## config.mk

```make
export PLATFORM = sky130hd
export DESIGN_NAME = ptps_timer
export DESIGN_NICKNAME = d
export VERILOG_FILES = /design/src/ptps_pkg.sv /design/src/ptps_timer.sv
export VERILOG_INCLUDE_DIRS = /design/src /design/src/src
export SDC_FILE = /design/constraint.sdc
export NUM_CORES = 1
export LEC_CHECK = 0
export BUFFER_PORTS_ARGS = -buffer_cell sky130_fd_sc_hd__buf_4
export CORE_MARGIN = 2
export CORE_UTILIZATION = 42
export CTS_CLUSTER_DIAMETER = 30
export DETAILED_ROUTE_END_ITERATION = 12
export PLACE_DENSITY = 0.76
export SYNTH_ARGS = -nofsm -noshare
export SYNTH_HDL_FRONTEND = slang
export SYNTH_SLANG_ARGS = --single-unit
```

## constraint.sdc

```tcl
create_clock -name clk_in -period 2.62 [get_ports clk_in]
set_input_delay 0.393 -clock clk_in [delete_from_list [all_inputs] [get_ports clk_in]]
set_output_delay 0.393 -clock clk_in [all_outputs]
set_load 0.005 [all_outputs]
```

## src/ptps_cfg.svh

```systemverilog
// Constants of the periodic timer: offsets, field positions, reset values and timing counts.
`ifndef PTPS_CFG_SVH
`define PTPS_CFG_SVH

// ****************************************************************
// Register indices; each register is one aligned word at four times its index
// ****************************************************************
`define PTPS_IDX_INTCTL 8'h0B
`define PTPS_IDX_FLAGS 8'h0C
`define PTPS_IDX_COUNT 8'h11
`define PTPS_IDX_CTRL 8'h12
`define PTPS_IDX_ENABLES 8'h8C
`define PTPS_IDX_PERIOD 8'h92

// ****************************************************************
// Field positions and reset values
// ****************************************************************
`define PTPS_FLAG_BIT 1
`define PTPS_GIE_BIT 7
`define PTPS_PEIE_BIT 6
`define PTPS_CTRL_MASK 8'h7F
`define PTPS_COUNT_RST 8'h00
`define PTPS_CTRL_RST 8'h00
`define PTPS_PERIOD_RST 8'hFF
`define PTPS_INTCTL_RST 8'h00

// ****************************************************************
// Timing counts
// ****************************************************************
`define PTPS_CORE_DIV 2'h3

`endif

```

## src/ptps_pkg.sv

```systemverilog
// Types of the periodic timer.
package ptps_pkg;
    typedef struct packed {
        logic unused;
        logic [3:0] postscale_select;
        logic timer_run;
        logic [1:0] prescale_select;
    } ptps_ctrl_t;

    typedef struct packed {
        logic [7:0] count;
        logic match;
    } ptps_pwm_t;

    typedef enum logic [1:0] {
        PTPS_IDLE = 2'b01,
        PTPS_ACCESS = 2'b10
    } ptps_bus_state_t;
endpackage

```

## src/ptps_timer.sv

```systemverilog
// Periodic 8-bit timer with prescaler, period compare and postscaler behind APB.
//
// Chosen here: the APB register port.
`timescale 1ns/100ps
`default_nettype none
`include "ptps_cfg.svh"

module ptps_timer (
    input wire logic clk_in,
    input wire logic reset_n_in,
    input wire logic clk_en_in,
    input wire logic psel_in,
    input wire logic penable_in,
    input wire logic pwrite_in,
    input wire logic [31:0] paddr_in,
    input wire logic [31:0] pwdata_in,
    input wire logic [3:0] pstrb_in,
    output logic [31:0] prdata_out,
    output logic pready_out,
    output logic pslverr_out,
    output logic irq_out,
    output logic ssp_shift_tick_out,
    output ptps_pkg::ptps_pwm_t pwm_out
);

    // ****************************************************************
    // Register decode
    // ****************************************************************
    // Registers sit on word boundaries, so the index is taken from bits 9:2 of the byte address.
    // Byte-lane bits 1:0 must be zero, which keeps a misaligned access from aliasing a register.
    function automatic logic is_reg(input logic [31:0] addr, input logic [7:0] idx);
        is_reg = (addr[31:10] == 22'h000000) && (addr[9:2] == idx) && (addr[1:0] == 2'h0);
    endfunction

    function automatic logic is_mapped(input logic [31:0] addr);
        is_mapped = is_reg(addr, `PTPS_IDX_INTCTL) || is_reg(addr, `PTPS_IDX_FLAGS) ||
            is_reg(addr, `PTPS_IDX_COUNT) || is_reg(addr, `PTPS_IDX_CTRL) ||
            is_reg(addr, `PTPS_IDX_ENABLES) || is_reg(addr, `PTPS_IDX_PERIOD);
    endfunction

    ptps_pkg::ptps_bus_state_t state_q;
    logic [7:0] count_q;
    ptps_pkg::ptps_ctrl_t ctrl_q;
    logic [7:0] period_q;
    logic [7:0] intctl_q;
    logic match_flag_q;
    logic match_irq_enable_q;
    logic [1:0] core_div_q;
    logic [3:0] pre_q;
    logic [3:0] post_q;

    logic access;
    logic wr;
    logic wr_low;
    logic wr_count;
    logic wr_ctrl;
    logic wr_period;
    logic wr_intctl;
    logic wr_flags;
    logic wr_enables;
    logic instr_tick;
    logic pre_done;
    logic count_tick;
    logic match;
    logic post_done;
    logic [3:0] pre_limit;

    // The slave answers in the first access cycle, so every transfer takes two cycles.
    assign access = psel_in && penable_in && clk_en_in;
    assign wr = access && pwrite_in && is_mapped(paddr_in);
    assign wr_low = wr && pstrb_in[0];
    assign wr_count = wr_low && is_reg(paddr_in, `PTPS_IDX_COUNT);
    assign wr_ctrl = wr_low && is_reg(paddr_in, `PTPS_IDX_CTRL);
    assign wr_period = wr_low && is_reg(paddr_in, `PTPS_IDX_PERIOD);
    assign wr_intctl = wr_low && is_reg(paddr_in, `PTPS_IDX_INTCTL);
    assign wr_flags = wr_low && is_reg(paddr_in, `PTPS_IDX_FLAGS);
    assign wr_enables = wr_low && is_reg(paddr_in, `PTPS_IDX_ENABLES);

    // ****************************************************************
    // APB handshake
    // ****************************************************************
    always_ff @(posedge clk_in or negedge reset_n_in) begin
        if (!reset_n_in) begin
            state_q <= ptps_pkg::PTPS_IDLE;
        end else if (clk_en_in) begin
            case (state_q)
                ptps_pkg::PTPS_IDLE: begin
                    if (psel_in && !penable_in) begin
                        state_q <= ptps_pkg::PTPS_ACCESS;
                    end
                end
                ptps_pkg::PTPS_ACCESS: begin
                    state_q <= ptps_pkg::PTPS_IDLE;
                end
                default: begin
                    state_q <= ptps_pkg::PTPS_IDLE;
                end
            endcase
        end
    end

    always_ff @(posedge clk_in or negedge reset_n_in) begin
        if (!reset_n_in) begin
            pready_out <= 1'b0;
            pslverr_out <= 1'b0;
            prdata_out <= 32'h00000000;
        end else if (clk_en_in) begin
            pready_out <= psel_in && !penable_in;
            pslverr_out <= psel_in && !penable_in && !is_mapped(paddr_in);
            prdata_out <= 32'h00000000;
            if (psel_in && !penable_in && !pwrite_in) begin
                if (is_reg(paddr_in, `PTPS_IDX_COUNT)) begin
                    prdata_out <= {24'h000000, count_q};
                end else if (is_reg(paddr_in, `PTPS_IDX_CTRL)) begin
                    prdata_out <= {24'h000000, 1'b0, ctrl_q[6:0]};
                end else if (is_reg(paddr_in, `PTPS_IDX_PERIOD)) begin
                    prdata_out <= {24'h000000, period_q};
                end else if (is_reg(paddr_in, `PTPS_IDX_INTCTL)) begin
                    prdata_out <= {24'h000000, intctl_q};
                end else if (is_reg(paddr_in, `PTPS_IDX_FLAGS)) begin
                    prdata_out <= {24'h000000, 6'h00, match_flag_q, 1'b0};
                end else if (is_reg(paddr_in, `PTPS_IDX_ENABLES)) begin
                    prdata_out <= {24'h000000, 6'h00, match_irq_enable_q, 1'b0};
                end
            end
        end
    end

    // ****************************************************************
    // Configuration registers
    // ****************************************************************
    always_ff @(posedge clk_in or negedge reset_n_in) begin
        if (!reset_n_in) begin
            ctrl_q <= `PTPS_CTRL_RST;
            period_q <= `PTPS_PERIOD_RST;
            intctl_q <= `PTPS_INTCTL_RST;
            match_irq_enable_q <= 1'b0;
        end else begin
            if (wr_ctrl) begin
                ctrl_q <= pwdata_in[7:0] & `PTPS_CTRL_MASK;
            end
            if (wr_period) begin
                period_q <= pwdata_in[7:0];
            end
            if (wr_intctl) begin
                intctl_q <= pwdata_in[7:0];
            end
            if (wr_enables) begin
                match_irq_enable_q <= pwdata_in[`PTPS_FLAG_BIT];
            end
        end
    end

    // ****************************************************************
    // Prescaler
    // ****************************************************************
    always_comb begin
        case (ctrl_q.prescale_select)
            2'h0: pre_limit = 4'h0;
            2'h1: pre_limit = 4'h3;
            default: pre_limit = 4'hF;
        endcase
    end

    // The core clock is divided by four first, standing in for the instruction clock.
    assign instr_tick = clk_en_in && (core_div_q == `PTPS_CORE_DIV);
    assign pre_done = instr_tick && ctrl_q.timer_run && (pre_q >= pre_limit);
    assign count_tick = pre_done && !wr_count && !wr_ctrl;
    assign match = count_tick && (count_q == period_q);

    always_ff @(posedge clk_in or negedge reset_n_in) begin
        if (!reset_n_in) begin
            core_div_q <= 2'h0;
        end else if (clk_en_in) begin
            core_div_q <= core_div_q + 2'h1;
        end
    end

    always_ff @(posedge clk_in or negedge reset_n_in) begin
        if (!reset_n_in) begin
            pre_q <= 4'h0;
        end else if (wr_count || wr_ctrl) begin
            pre_q <= 4'h0;
        end else if (instr_tick && ctrl_q.timer_run) begin
            pre_q <= pre_done ? 4'h0 : pre_q + 4'h1;
        end
    end

    // ****************************************************************
    // Counter and postscaler
    // ****************************************************************
    always_ff @(posedge clk_in or negedge reset_n_in) begin
        if (!reset_n_in) begin
            count_q <= `PTPS_COUNT_RST;
        end else if (wr_count) begin
            count_q <= pwdata_in[7:0];
        end else if (count_tick) begin
            count_q <= match ? 8'h00 : count_q + 8'h01;
        end
    end

    assign post_done = match && (post_q == ctrl_q.postscale_select);

    always_ff @(posedge clk_in or negedge reset_n_in) begin
        if (!reset_n_in) begin
            post_q <= 4'h0;
        end else if (wr_count || wr_ctrl) begin
            post_q <= 4'h0;
        end else if (match) begin
            post_q <= post_done ? 4'h0 : post_q + 4'h1;
        end
    end

    always_ff @(posedge clk_in or negedge reset_n_in) begin
        if (!reset_n_in) begin
            match_flag_q <= 1'b0;
        end else if (post_done) begin
            match_flag_q <= 1'b1;
        end else if (wr_flags && pwdata_in[`PTPS_FLAG_BIT]) begin
            match_flag_q <= 1'b0;
        end
    end

    // ****************************************************************
    // Outputs
    // ****************************************************************
    always_ff @(posedge clk_in or negedge reset_n_in) begin
        if (!reset_n_in) begin
            irq_out <= 1'b0;
            ssp_shift_tick_out <= 1'b0;
            pwm_out <= '0;
        end else if (clk_en_in) begin
            irq_out <= match_flag_q && match_irq_enable_q;
            ssp_shift_tick_out <= match;
            pwm_out <= {count_q, match};
        end
    end

    // ****************************************************************
    // Assertions
    // ****************************************************************
    count_wrap_a: assert property (@(posedge clk_in) disable iff (!reset_n_in)
        match |=> count_q == 8'h00) else $error("count did not wrap on match");
    count_hold_a: assert property (@(posedge clk_in) disable iff (!reset_n_in)
        !ctrl_q.timer_run && !wr_count |=> $stable(count_q)) else $error("count moved while stopped");
    ctrl_keep_a: assert property (@(posedge clk_in) disable iff (!reset_n_in)
        wr_ctrl |=> count_q == $past(count_q)) else $error("control write changed count");
    count_write_a: assert property (@(posedge clk_in) disable iff (!reset_n_in)
        wr_count |=> count_q == $past(pwdata_in[7:0])) else $error("count write lost");
    scaler_clear_a: assert property (@(posedge clk_in) disable iff (!reset_n_in)
        wr_count |=> pre_q == 4'h0 && post_q == 4'h0) else $error("scalers not cleared on count write");
    ctrl_clear_a: assert property (@(posedge clk_in) disable iff (!reset_n_in)
        wr_ctrl |=> pre_q == 4'h0 && post_q == 4'h0) else $error("scalers not cleared on control write");
    flag_set_a: assert property (@(posedge clk_in) disable iff (!reset_n_in)
        post_done |=> match_flag_q) else $error("flag not set on postscale expiry");
    post_range_a: assert property (@(posedge clk_in) disable iff (!reset_n_in)
        post_q <= ctrl_q.postscale_select || $past(wr_ctrl)) else $error("postscaler overran");
    pre_range_a: assert property (@(posedge clk_in) disable iff (!reset_n_in)
        pre_done |-> pre_q == pre_limit) else $error("prescaler overran");
    ssp_tick_a: assert property (@(posedge clk_in) disable iff (!reset_n_in)
        match && clk_en_in |=> ssp_shift_tick_out) else $error("serial tick missing");
    ctrl_msb_a: assert property (@(posedge clk_in) disable iff (!reset_n_in)
        ctrl_q.unused == 1'b0) else $error("control bit 7 set");


    // ****************************************************************
    // Bus assertions
    // ****************************************************************
    // The answer is a single-cycle pulse, so a master that holds psel cannot see it twice.
    ready_pulse_a: assert property (@(posedge clk_in) disable iff (!reset_n_in)
        pready_out |=> !pready_out) else $error("ready stood longer than one cycle");

    err_with_ready_a: assert property (@(posedge clk_in) disable iff (!reset_n_in)
        pslverr_out |-> pready_out) else $error("error without ready");

    rdata_upper_a: assert property (@(posedge clk_in) disable iff (!reset_n_in)
        prdata_out[31:8] == 24'h000000) else $error("read data upper bits set");

    access_state_a: assert property (@(posedge clk_in) disable iff (!reset_n_in)
        pready_out |-> state_q == ptps_pkg::PTPS_ACCESS) else $error("ready outside access phase");

    // ****************************************************************
    // Register assertions
    // ****************************************************************
    period_write_a: assert property (@(posedge clk_in) disable iff (!reset_n_in)
        wr_period |=> period_q == $past(pwdata_in[7:0])) else $error("period write lost");

    ctrl_write_a: assert property (@(posedge clk_in) disable iff (!reset_n_in)
        wr_ctrl |=> ctrl_q == ($past(pwdata_in[7:0]) & `PTPS_CTRL_MASK)) else $error("control write lost");

    // ****************************************************************
    // Counter assertions
    // ****************************************************************
    count_step_a: assert property (@(posedge clk_in) disable iff (!reset_n_in)
        count_tick && !match |=> count_q == $past(count_q) + 8'h01) else $error("count did not step");

    post_step_a: assert property (@(posedge clk_in) disable iff (!reset_n_in)
        match && !post_done |=> post_q == $past(post_q) + 4'h1) else $error("postscaler did not step");

    // A low clock enable must freeze everything, or a stalled core would see the timer drift.
    frozen_a: assert property (@(posedge clk_in) disable iff (!reset_n_in)
        !clk_en_in |=> $stable(count_q) && $stable(pre_q)) else $error("state moved while frozen");

    stop_pre_a: assert property (@(posedge clk_in) disable iff (!reset_n_in)
        !ctrl_q.timer_run && !wr_count && !wr_ctrl |=> $stable(pre_q)) else $error("prescaler moved while stopped");

    pwm_follow_a: assert property (@(posedge clk_in) disable iff (!reset_n_in)
        clk_en_in |=> pwm_out.count == $past(count_q)) else $error("pwm count does not follow");

    // ****************************************************************
    // Flag assertions
    // ****************************************************************
    // The set wins over a clear in the same cycle, so only a clear without expiry is checked here.
    flag_clear_a: assert property (@(posedge clk_in) disable iff (!reset_n_in)
        wr_flags && pwdata_in[`PTPS_FLAG_BIT] && !post_done |=> !match_flag_q) else $error("flag not cleared");

    flag_hold_a: assert property (@(posedge clk_in) disable iff (!reset_n_in)
        match_flag_q && !wr_flags |=> match_flag_q) else $error("flag dropped by itself");

    irq_source_a: assert property (@(posedge clk_in) disable iff (!reset_n_in)
        irq_out |-> $past(match_flag_q)) else $error("interrupt without flag");

    // ****************************************************************
    // Cover properties
    // ****************************************************************
    match_seen_c: cover property (@(posedge clk_in) disable iff (!reset_n_in) match);
    pre16_seen_c: cover property (@(posedge clk_in) disable iff (!reset_n_in) pre_done && ctrl_q.prescale_select[1]);
    ctrl_run_c: cover property (@(posedge clk_in) disable iff (!reset_n_in) wr_ctrl && ctrl_q.timer_run);
    flag_seen_c: cover property (@(posedge clk_in) disable iff (!reset_n_in) post_done && post_q != 4'h0);
    irq_seen_c: cover property (@(posedge clk_in) disable iff (!reset_n_in) irq_out);

endmodule
`default_nettype wire

```

Word-level counts from Yosys, hierarchy flattened:

Cells that the tools add are included.

* add/subtract/negate cells: 4
* order comparisons: 1
* eq/ne operators: 10
* muxes and demuxes: 19
* reduce and logical (&&, ||, !) cells: 53

Operator list (count)
* $mux W8: 8
* $logic_and A1 B1 Y1: 35
* $mux W4: 6
* $logic_not A22 Y1: 1
* $eq A8 B4 Y1 const B: 2
* $eq A8 B5 Y1 const B: 2
* $eq A8 B8 Y1 const B: 2
* $add A4 B1 Y4 const B: 2
* $add A8 B1 Y8 const B: 1
* $eq A8 B8 Y1: 1
* $pmux W4 S2: 1
* $reduce_bool A2 Y1: 4
* $logic_or A1 B1 Y1: 6
* $logic_not A1 Y1: 5
* $eq A4 B4 Y1: 1
* $ge A4 B4 Y1: 1
* $logic_not A2 Y1: 2
* $mux W2: 2
* $add A2 B1 Y2 const B: 1
* $eq A2 B1 Y1 const B: 1
* $eq A2 B2 Y1 const B: 1
* $mux W1: 2

* register bits: 87
* bits of input ports: 74
* word-level logic and storage cells: 104

Longest topological paths before layout:

Gate-level depths: netlist of run 1.

* depth after elaboration: 19
* gate-level depth with buffers: 9

Worst setup path after synthesis of run 1:

Ideal clock, no wire load.

* path type: register to register
* start: register ctrl_q[1] in the netlist's numbering
* end: register count_q[7]
* library setup time: 0.127 ns
* arrival time: 2.202 ns
* data required time: 2.493 ns
* setup slack: 0.291 ns
* stages on the path, launching flop included: 10
* period minus slack after synthesis: 2.329 ns
* cells stage by stage: dfrtp_1 or2_2 ha_1 nand2b_1 a2111o_1 and3_1 clkbuf_1 clkbuf_1 a41oi_1 o21ai_1

* word-level cells in the longest chain between the ends: 10

RTL lines
* from (decl): line ptps_timer.sv:43 `ptps_pkg::ptps_ctrl_t ctrl_q;`
* from (signal assigned): line ptps_timer.sv:134 `` ctrl_q <= `PTPS_CTRL_RST; ``
* from (signal assigned): line ptps_timer.sv:140 `` ctrl_q <= pwdata_in[7:0] & `PTPS_CTRL_MASK; ``
* $eq A2 B1 Y1 or $logic_not A2 Y1 (tied branches): line ptps_timer.sv:158 `case (ctrl_q.prescale_select)`
* $pmux W4 S2 (*): line ptps_timer.sv:158
* $ge A4 B4 Y1 (*): line ptps_timer.sv:167 `assign pre_done = instr_tick && ctrl_q.timer_run && (pre_q >= pre_limit);`
* $logic_and A1 B1 Y1 (*): line ptps_timer.sv:167
* $logic_and A1 B1 Y1 (*) (2 in a row): line ptps_timer.sv:168 `assign count_tick = pre_done && !wr_count && !wr_ctrl;`
* $logic_and A1 B1 Y1: line ptps_timer.sv:169 `assign match = count_tick && (count_q == period_q);`
* $mux W8: line ptps_timer.sv:198 `count_q <= match ? 8'h00 : count_q + 8'h01;`
* $mux W8: line ptps_timer.sv:197 `end else if (count_tick) begin`
* $mux W8: line ptps_timer.sv:195 `end else if (wr_count) begin`
* to (signal assigned): line ptps_timer.sv:194 `` count_q <= `PTPS_COUNT_RST; ``
* to (signal assigned): line ptps_timer.sv:196 `count_q <= pwdata_in[7:0];`
* to (signal assigned): line ptps_timer.sv:198
* to (decl): line ptps_timer.sv:42 `logic [7:0] count_q;`

Every way passes the cells marked *; elsewhere a longest branch is shown, timed or not. The select of a mux whose other input is x is not followed.
A chain may end at the register's enable or synchronous reset.

Final worst setup path of run 1:

* start: register ctrl_q[1] in the netlist's numbering
* end: register count_q[4]

The elaborated chain is that of the path after synthesis.

==> results of run 1 <==
-- cell families (layout without fill, tap and decap cells) --
| logic type | Yosys count | in the layout | share of synthesized area, % |
|---|---|---|---|
| flops | 63 | 63 | 41.4 |
| simple gates | 118 | 118 | 20.8 |
| fa+ha+maj | 8 | 8 | 2.61 |
| xor+xnor | 16 | 16 | 3.66 |
| buf+inv | 50 | 101 | 7.78 |
| mux | 34 | 34 | 12.3 |
| other cells | 1 | 24 | 0.0979 |
| compound gates | 62 | 62 | 11.4 |
-- layout make-up --
type | count | area, um2
timing repair buffer | 75 | 563
multi-input combinational | 262 | 2030
fill | 795 | 4230
tap | 108 | 135
clock inverter | 4 | 20.0
clock buffer | 12 | 155
sequential | 63 | 1590
inverter | 10 | 37.5
-- registers in the layout, summed over array words and instances (netlist names) --
| signal | flops |
|---|---|
| intctl_q | 8 |
| match_irq_enable_q | 1 |
| match_flag_q | 1 |
| prdata_out | 8 |
| pre_q | 4 |
| pslverr_out | 1 |
| pwm_out | 9 |
| period_q | 8 |
| irq_out | 1 |
| post_q | 4 |
| ctrl_q | 7 |
| count_q | 8 |
| core_div_q | 2 |
| pready_out | 1 |
-- metrics by stage --
step	setup slack (ns)	std cells
after floorplan	0.291	375
after global placement	0.270	518
after detailed placement	0.239	518
after CTS	0.215	534
after global routing	0.0254	534
final	0.227	534
-- worst max-delay path, cell delays in order (launching register included) --
cell      delay, ns
dfrtp_1        0.41
or2_2          0.32
ha_1           0.26
nand2b_1       0.13
a2111o_1       0.42
nand3_1        0.38
o31ai_1        0.15
a31oi_1        0.22
-- worst max path at each step --
stage,from,to,slack [ns],cells past startpoint
finish,ctrl_q[1],count_q[4],0.23,7
global route,ctrl_q[1],count_q[4],0.03,7
CTS,ctrl_q[1],count_q[4],0.21,7
detailed placement,ctrl_q[1],count_q[4],0.24,7
global placement,ctrl_q[1],pwm_out[0],0.27,7
floorplan,ctrl_q[1],count_q[7],0.29,9
-- placed cells by master, fill, tap and decap left out, types with 6 or more instances in the layout --
cell type / instances
a21oi_1: 13
a221oi_1: 6
a31oi_1: 6
and3_1: 6
buf_4: 75
clkbuf_8: 11
conb_1: 24
dfrtp_1: 55
dfstp_2: 8
ha_1: 8
inv_1: 10
mux2_2: 10
mux2_4: 23
nand2_1: 13
nand3_1: 13
nand4_1: 14
nor2_1: 26
o21ai_0: 8
o31ai_1: 7
xor2_1: 12
-- layer usage --
metal | up-vias | wire, um | global-route usage, % | part of all wire [%]
met3 | 13 | 624 | 4.50 | 6.6
met2 | 120 | 4590 | 32.2 | 49
met4 | 0 | 125 | 6.74 | 1.3
li1 | 1402 | - | - | -
met5 | - | 0 | 0 | 0
met1 | 1483 | 4120 | 26.6 | 44
-- power by group through the flow --
stage / sequential [mW] / combinational [mW] / clock [mW]
6_report: 1.00 / 0.172 / 0.753
2_1_floorplan: 1.02 / 0.0878 / 0
4_1_cts: 1.00 / 0.174 / 0.773
3_3_place_gp: 1.02 / 0.167 / 0
3_5_place_dp: 1.02 / 0.174 / 0
5_1_grt: 1.00 / 0.192 / 0.826
==> results.py, run 1 <==
metrics = {
    "grt": {
        "gr-total-overflow": 0,
        "grt_max_degree": 64,
        "gr-usage-all-layers_pct": 20.0,
        "grt_pass1_wl_mm": 15.6,
        "antenna_found_initial": 0,
        "grt_pass1_vias": 2995,
    },
    "final_layout": {
        "num_antenna_cells": 0,
        "design_area_um2": 4530,
        "nets": 503,
        "post-route-util_pct": 51.7,
        "syn_to_final_growth_pct": 18.3,
        "drive_gt1_share_pct": 35.4,
    },
    "timing": {
        "hold_slack_ns": 0.142,
        "fin_crit_sh_pct": 91.3,
        "setup_viol": 0,
        "relSlewSlack_pct": 47.1,
        "hold_viol": 0,
        "tns_ns": 0,
        "slew_violations": 0,
        "grt_setup_unrepaired": "no",
        "worst_slew_pin_slew_ns": 0.794,
        "max_freq_ghz": 0.418,
        "finClkSkew_ns": 0.00670,
        "fin_crit_ns": 2.39,
    },
    "synthesis": {
        "ys_ff_latch": 63,
        "synthFlopType": "dfrtp_1",
        "synth_commonest_cells": "dfrtp_1, buf_4, nor2_1",
        "synth-edff-count": 0,
        "synthDistinctLibCells": 57,
        "yosysWarnings": 0,
        "synth_cells": 352,
        "ys_async_sr_fraction_pct": 100,
        "synth_area_um2": 3830,
        "synth.top_cell.area_share_pct": 35.9,
        "avgSynthCellArea_um2": 10.9,
        "synth_largest_area_cell": "dfrtp_1",
        "synth_area_leaders": "dfrtp_1, mux2_4, buf_4",
        "synth_most_common_cell": "dfrtp_1",
        "seq_area_frac_synth_pct": 41.4,
    },
    "worst_setup_path": {
        "end_kind": "register",
        "arrival_ns": 2.64,
        "cp_max_fo": 12,
        "reg2reg_from": "ctrl_q[1]",
        "crit_required_ns": 2.87,
        "r2r-end": "count_q[4]",
        "worstSetupPathType": "register to register",
        "cp-start-kind": "register",
        "r2r_slack_ns": 0.23,
        "r2r_cells": 7,
    },
    "routing": {
        "drc": 0,
        "first_pass_iters": 5,
        "wl_mm": 9.45,
        "viasPerCell": 5.65,
        "antenna_left": 0,
        "via_count": 3018,
        "drt-initial-drc-count": 172,
        "post_drt_wl_per_cell_um": 17.7,
    },
    "clock_tree": {
        "cts_buffers": 9,
        "max-clock-path-buffers": 2,
        "postCtsResizedCells": 0,
        "clock_latency_ns": 0.34,
        "htree_levels": 3,
        "holdBufCountCts": 0,
        "tritoncts": "done",
        "cts_root_buffer": "clkbuf_8",
        "cts.clk_slew.worst_paths_ns": 0.07,
        "post_cts_buffers": 0,
        "clock-sinks": 63,
    },
    "pwr": {
        "sw_frac_of_total_pct": 24.2,
        "clkPwrFrac_pct": 39.1,
        "max-vdd-ir-drop_v": 0.000279,
        "pwr-share-comb_pct": 8.9,
        "p_sw_mw": 0.466,
        "p_int_mw": 1.46,
        "leakage_nw": 2.25,
        "p_seq_share_pct": 52.0,
        "power_mw": 1.93,
        "p_per_area_nw_per_um2": 426,
    },
    "die": {
        "die_width_um": 99.5,
        "design.die.area_um2": 9900,
        "core_um2": 8760,
        "die_y_um": 99.5,
        "num_rows": 34,
        "ios": 119,
        "start_util_pct": 43.7,
    },
    "min_path": {
        "hold_class": "primary input to asynchronous set/reset pin",
    },
    "outcome": {
        "status": "finished, final reports clean",
    },
    "place": {
        "io_buffers": 67,
        "finalWeightedCongestion": 0.897,
        "postPlaceCellArea_um2": 4350,
        "dp_hpwl_mm": 6.94,
    },
    "flow_run": {
        "cap_violations": 0,
    },
}
No activity file was read; power rests on OpenSTA's default activity.
==> run 2, diff against run 1 <==
CELL_PAD_IN_SITES_DETAIL_PLACEMENT = 0   (was default)
CELL_PAD_IN_SITES_GLOBAL_PLACEMENT = 1   (was default)
CORE_MARGIN = default   (was 2)
CORE_UTILIZATION = 40   (was 42)
PLACE_DENSITY = 0.89   (was 0.76)
==> run 2 against run 1 <==
Compared with the run above:
- core utilization shrank 2.2 points
- first-iteration DRC count grew 77%
- clock skew grew 0.0013 ns
- cell area grew 0.86%
- die area grew 0.72%
- largest power group unchanged
- largest cell class unchanged
- sequential power is essentially flat
- register-to-register slack lost 0.04 ns
- sequential cell count is the same
- maximum frequency shrank 1.7%
- non-clock buffer count grew 4
==> results.py, run 2 (synthesis gave the netlist of run 1 again) <==
metrics = {
    "outcome": {
        "status": "finished, final reports clean",
    },
    "worst_setup_path": {
        "worstSetupPathType": "register to register",
        "cp_cell_sequence": "or2_2, ha_1, nand2b_1, a2111o_1, nand3_1, o21ai_0, a31oi_1",
        "crit_family": "simple AND/OR/NAND/NOR gates",
        "cp_max_fo": 12,
        "cp-start-kind": "register",
        "crit_required_ns": 2.88,
        "cp_num_buf_inv": 0,
        "reg2reg_from": "ctrl_q[1]",
        "startpoint": "ctrl_q[1]",
        "cp_slowest_stage_delay_ns": 0.43,
        "end_kind": "register",
        "arrival_ns": 2.69,
        "cpMaxStageDelayCell": "a2111o_1",
    },
    "die": {
        "design.die.area_um2": 9970,
        "start_util_pct": 41.4,
        "die_y_um": 99.9,
        "ios": 119,
        "core_um2": 9240,
        "num_rows": 35,
        "die_width_um": 99.9,
    },
    "routing": {
        "viasPerCell": 5.35,
        "drt-initial-drc-count": 305,
        "post_drt_wl_per_cell_um": 17.2,
        "antenna_left": 0,
        "via_count": 2985,
        "wl_mm": 9.62,
        "drc": 0,
        "first_pass_iters": 4,
    },
    "clock_tree": {
        "htree_levels": 3,
        "clock_latency_ns": 0.34,
        "cts.clk_slew.worst_paths_ns": 0.07,
        "cts_root_buffer": "clkbuf_8",
        "post_cts_buffers": 0,
        "clock-sinks": 63,
        "max-clock-path-buffers": 2,
        "cts_buffers": 9,
        "holdBufCountCts": 0,
        "postCtsResizedCells": 0,
        "tritoncts": "done",
    },
    "grt": {
        "grt_max_degree": 64,
        "gr-usage-all-layers_pct": 19.8,
        "gr-total-overflow": 0,
        "antenna_found_initial": 0,
        "grt_pass1_wl_mm": 15.2,
        "grt_pass1_vias": 3030,
    },
    "timing": {
        "setup_viol": 0,
        "fin_crit_sh_pct": 92.9,
        "relSlewSlack_pct": 46.2,
        "worst_slew_pin_slew_ns": 0.807,
        "finClkSkew_ns": 0.00805,
        "slew_violations": 0,
        "tns_ns": 0,
        "max_freq_ghz": 0.411,
        "hold_viol": 0,
        "grt_setup_unrepaired": "no",
        "fin_crit_ns": 2.43,
    },
    "flow_run": {
        "cap_violations": 0,
    },
    "final_layout": {
        "num_antenna_cells": 0,
        "largest_reg_flops": 9,
        "syn_to_final_growth_pct": 19.3,
        "nets": 507,
        "final_cell_mix": "buf_4, dfrtp_1, nor2_1",
        "top_register": "pwm_out",
        "drive_gt1_share_pct": 35.2,
        "layout_commonest_cell": "buf_4",
        "design_area_um2": 4570,
        "post-route-util_pct": 49.4,
    },
    "min_path": {
        "hold_class": "primary input to asynchronous set/reset pin",
    },
    "pwr": {
        "leakage_nw": 2.26,
        "p_per_area_nw_per_um2": 414,
        "power_mw": 1.89,
        "max-vdd-ir-drop_v": 0.000205,
    },
    "place": {
        "postPlaceCellArea_um2": 4410,
        "finalWeightedCongestion": 0.830,
        "io_buffers": 67,
        "dp_hpwl_mm": 6.92,
    },
}
-- run 2: cell count changes in the layout (fill, tap and decap cells not counted) --
cell      delta
buf_4        +4
clkbuf_1     +3
clkbuf_8     -1
clkinv_2     -3
-- run 2: metal layers --
metal | GRT usage, % | share of wire, % | up-vias
met2 | 33.5 | 50 | 89
li1 | - | - | 1407
met5 | 0 | 0 | -
met1 | 25.3 | 45 | 1476
met3 | 2.51 | 3.9 | 13
met4 | 9.62 | 1.5 | 0
-- run 2: area by class of cell --
type	instances	area, um2
Clock inverter	1	5.00
Inverter	10	37.5
Multi-Input combinational cell	262	2030
Timing Repair Buffer	79	593
Tap cell	129	161
Sequential cell	63	1590
Fill cell	833	4670
Clock buffer	14	153
-- run 2: metrics by stage --
| stage | setup slack [ns] | cells | hold slack (ns) |
|---|---|---|---|
| floorplan | 0.291 | 375 | 0.0974 |
| global placement | 0.224 | 543 | 0.459 |
| detailed placement | 0.196 | 543 | 0.467 |
| CTS | 0.190 | 558 | 0.165 |
| global route | 0.0387 | 558 | 0.209 |
| finish | 0.186 | 558 | 0.148 |
-- run 2: worst reg2reg max path: cells and delay by family, from the launching register on --
kind	cells	cell delay (ns)
AND/OR/NAND/NOR	3	0.87
AO/OA/AOI/OAI	3	0.81
flip-flops	1	0.42
adder cells (fa/ha/maj)	1	0.26
-- run 2: worst paths after layout --
path	to	slack (ns)	depth (start not counted)
min in group clk_in	intctl_q[7]	0.32	2
worst max-delay path	count_q[1]	0.19	7
worst min register to register	core_div_q[0]	0.47	1
worst max register to register	count_q[1]	0.19	7
worst min-delay path	intctl_q[6]	0.15	1
max in group asynchronous	ctrl_q[6]	1.95	1
-- run 2: report_power, final --
group / leakage, nW / switching, mW / total (mW) / internal [mW]
Combinational: 1.33 / 0.0885 / 0.168 / 0.0800
Clock: 0.0805 / 0.355 / 0.719 / 0.364
Sequential: 0.845 / 0.0109 / 1.00 / 0.992
Total: 2.26 / 0.454 / 1.89 / 1.44
==> run 3, diff against run 2 <==
ABC_AREA = 1   (was default)
CORE_UTILIZATION = 37   (was 40)
PLACE_DENSITY = 0.88   (was 0.89)
==> run 3 against run 2 <==
Compared with the run above:
- first-iteration DRC count fell by 37%
- maximum frequency rose by 18%
- wire length fell by 1.9%
- final cell count rose by 30%
- core utilization fell by 3.8 points
- global-route usage fell by 1.7 points
- highest routed layer unchanged
- register-to-register slack improved by 0.36 ns
==> results.py, run 3 <==
metrics = {
    "worst_setup_path": {
        "cp_max_fo": 7,
        "worstSetupPathType": "register to register",
        "crit_path_frequent_cell": "inv_1",
        "r2r_slack_ns": 0.55,
        "crit_family": "simple AND/OR/NAND/NOR gates",
        "arrival_ns": 2.35,
        "r2r_cells": 11,
        "r2r-end": "post_q[3]",
        "crit_required_ns": 2.90,
        "cpMaxStageDelayCell": "dfrtp_1",
        "cp-start-kind": "register",
        "cp_cell_sequence": "nor2_1, inv_1, ha_1, nand4_1, nand3_1, nand2_1, inv_1, nand3_2, nor2_1, inv_1, o21ai_1",
        "end_kind": "register",
        "cp_num_buf_inv": 3,
        "reg2reg_from": "ctrl_q[1]",
        "cp_slowest_stage_delay_ns": 0.40,
    },
    "synthesis": {
        "seq_area_frac_synth_pct": 40.1,
        "synth_area_um2": 3960,
        "synth-edff-count": 0,
        "synth_most_common_cell": "nand2_1",
        "synth_largest_area_cell": "dfrtp_1",
        "synth_area_leaders": "dfrtp_1, nand2_1, inv_1",
        "synthDistinctLibCells": 42,
        "synthFlopType": "dfrtp_1",
        "synth_cells": 512,
        "avgSynthCellArea_um2": 7.72,
        "synth_commonest_cells": "nand2_1, inv_1, dfrtp_1",
        "ys_async_sr_fraction_pct": 100,
        "synth.top_cell.area_share_pct": 34.8,
        "yosysWarnings": 0,
        "ys_ff_latch": 63,
    },
    "clock_tree": {
        "cts.clk_slew.worst_paths_ns": 0.07,
        "clock_latency_ns": 0.35,
        "postCtsResizedCells": 0,
        "post_cts_buffers": 0,
        "htree_levels": 3,
        "tritoncts": "done",
        "holdBufCountCts": 0,
        "max-clock-path-buffers": 2,
        "cts_root_buffer": "clkbuf_8",
        "clock-sinks": 63,
        "cts_buffers": 9,
    },
    "pwr": {
        "max-vdd-ir-drop_v": 0.000246,
        "p_per_area_nw_per_um2": 443,
        "power_mw": 2.09,
        "leakage_nw": 2.44,
    },
    "die": {
        "die_y_um": 105,
        "num_rows": 37,
        "start_util_pct": 38.3,
        "ios": 119,
        "design.die.area_um2": 11100,
        "die_width_um": 105,
        "core_um2": 10300,
    },
    "timing": {
        "worst_slew_pin_slew_ns": 0.789,
        "slew_violations": 0,
        "setup_viol": 0,
        "grt_setup_unrepaired": "no",
        "hold_viol": 0,
        "finClkSkew_ns": 0.00833,
        "relSlewSlack_pct": 47.4,
        "setup_slack_ns": 0.551,
        "tns_ns": 0,
        "fin_crit_ns": 2.07,
        "fin_crit_sh_pct": 79.0,
        "hold_slack_ns": 0.128,
        "max_freq_ghz": 0.483,
    },
    "grt": {
        "gr-total-overflow": 0,
        "grt_pass1_vias": 3292,
        "grt_use_met1_pct": 23.7,
        "met3_usage_pct": 2.72,
        "antenna_found_initial": 0,
        "grt-busiest-layer": "met2",
        "gr-usage-all-layers_pct": 18.1,
        "grt_max_degree": 64,
        "grt_pass1_wl_mm": 15.8,
        "met2_usage_pct": 30.0,
    },
    "routing": {
        "post_drt_wl_per_cell_um": 13.0,
        "via_count": 3442,
        "drc": 0,
        "first_pass_iters": 4,
        "antenna_left": 0,
        "viasPerCell": 4.75,
        "wl_mm": 9.44,
        "drt-initial-drc-count": 191,
    },
    "flow_run": {
        "cap_violations": 0,
    },
    "final_layout": {
        "top_register": "pwm_out",
        "final_cell_mix": "nand2_1, buf_4, inv_1",
        "layout_commonest_cell": "nand2_1",
        "syn_to_final_growth_pct": 19.1,
        "largest_reg_flops": 9,
        "design_area_um2": 4710,
        "drive_gt1_share_pct": 23.8,
        "num_antenna_cells": 0,
        "nets": 665,
    },
    "place": {
        "io_buffers": 67,
        "place_ws_ns": 0.408,
        "postPlaceCellArea_um2": 4510,
        "finalWeightedCongestion": 0.875,
        "dp_hpwl_mm": 7.17,
    },
    "min_path": {
        "hold_class": "primary input to asynchronous set/reset pin",
    },
    "outcome": {
        "status": "finished, final reports clean",
    },
}
## run 3: how the worst max path moves through the flow
stage	startpoint	endpoint	slack, ns	cells past startpoint
global route	ctrl_q[1]	count_q[2]	0.37	12
floorplan	paddr_in[11]	ctrl_q[4]	0.80	12
detailed placement	paddr_in[1]	ctrl_q[4]	0.41	12
CTS	ctrl_q[1]	post_q[3]	0.55	11
finish	ctrl_q[1]	post_q[3]	0.55	11
global placement	paddr_in[1]	count_q[3]	0.45	11
## run 3: cell families after synthesis
kind of cell	synth area share (%)
xor+xnor	4.43
other cells	0.0948
flops	40.1
fa+ha+maj	2.53
buf+inv	12.1
compound gates	11.0
simple gates	29.7
## run 3: final cells by class
class | count | area, um2
inverter | 63 | 238
clock inverter | 4 | 70.1
clock buffer | 12 | 135
tap | 136 | 170
multi-input combinational | 375 | 1980
sequential | 63 | 1590
timing repair buffer | 71 | 533
fill | 1033 | 5610
## run 3: where the power goes
group	internal, mW	switching (mW)	leakage (nW)	total, mW
sequential	0.992	0.0128	0.832	1.01
combinational	0.0718	0.0913	1.51	0.163
clock	0.534	0.384	0.104	0.918
total	1.60	0.488	2.44	2.09
## run 3: per-layer routing
metal	vias up	wire length, um	part of all wire [%]
met2	103	4530	48
met3	13	464	4.9
met5	-	0	0
met1	1601	4310	46
met4	0	133	1.4
li1	1725	-	-
## run 3: worst reg2reg max path, cell delays in order (launching register included)
cell     delay (ns)
dfrtp_1        0.40
nor2_1         0.15
inv_1          0.07
ha_1           0.27
nand4_1        0.11
nand3_1        0.10
nand2_1        0.08
inv_1          0.18
nand3_2        0.22
nor2_1         0.24
inv_1          0.08
o21ai_1        0.11
## run 3: per-stage QoR
| stage | cells | utilization (%) |
|---|---|---|
| floorplan | 535 | - |
| global placement | 708 | 43.6 |
| detailed placement | 708 | 43.6 |
| CTS | 724 | 45.6 |
| global route | 724 | 45.6 |
| finish | 724 | 45.6 |
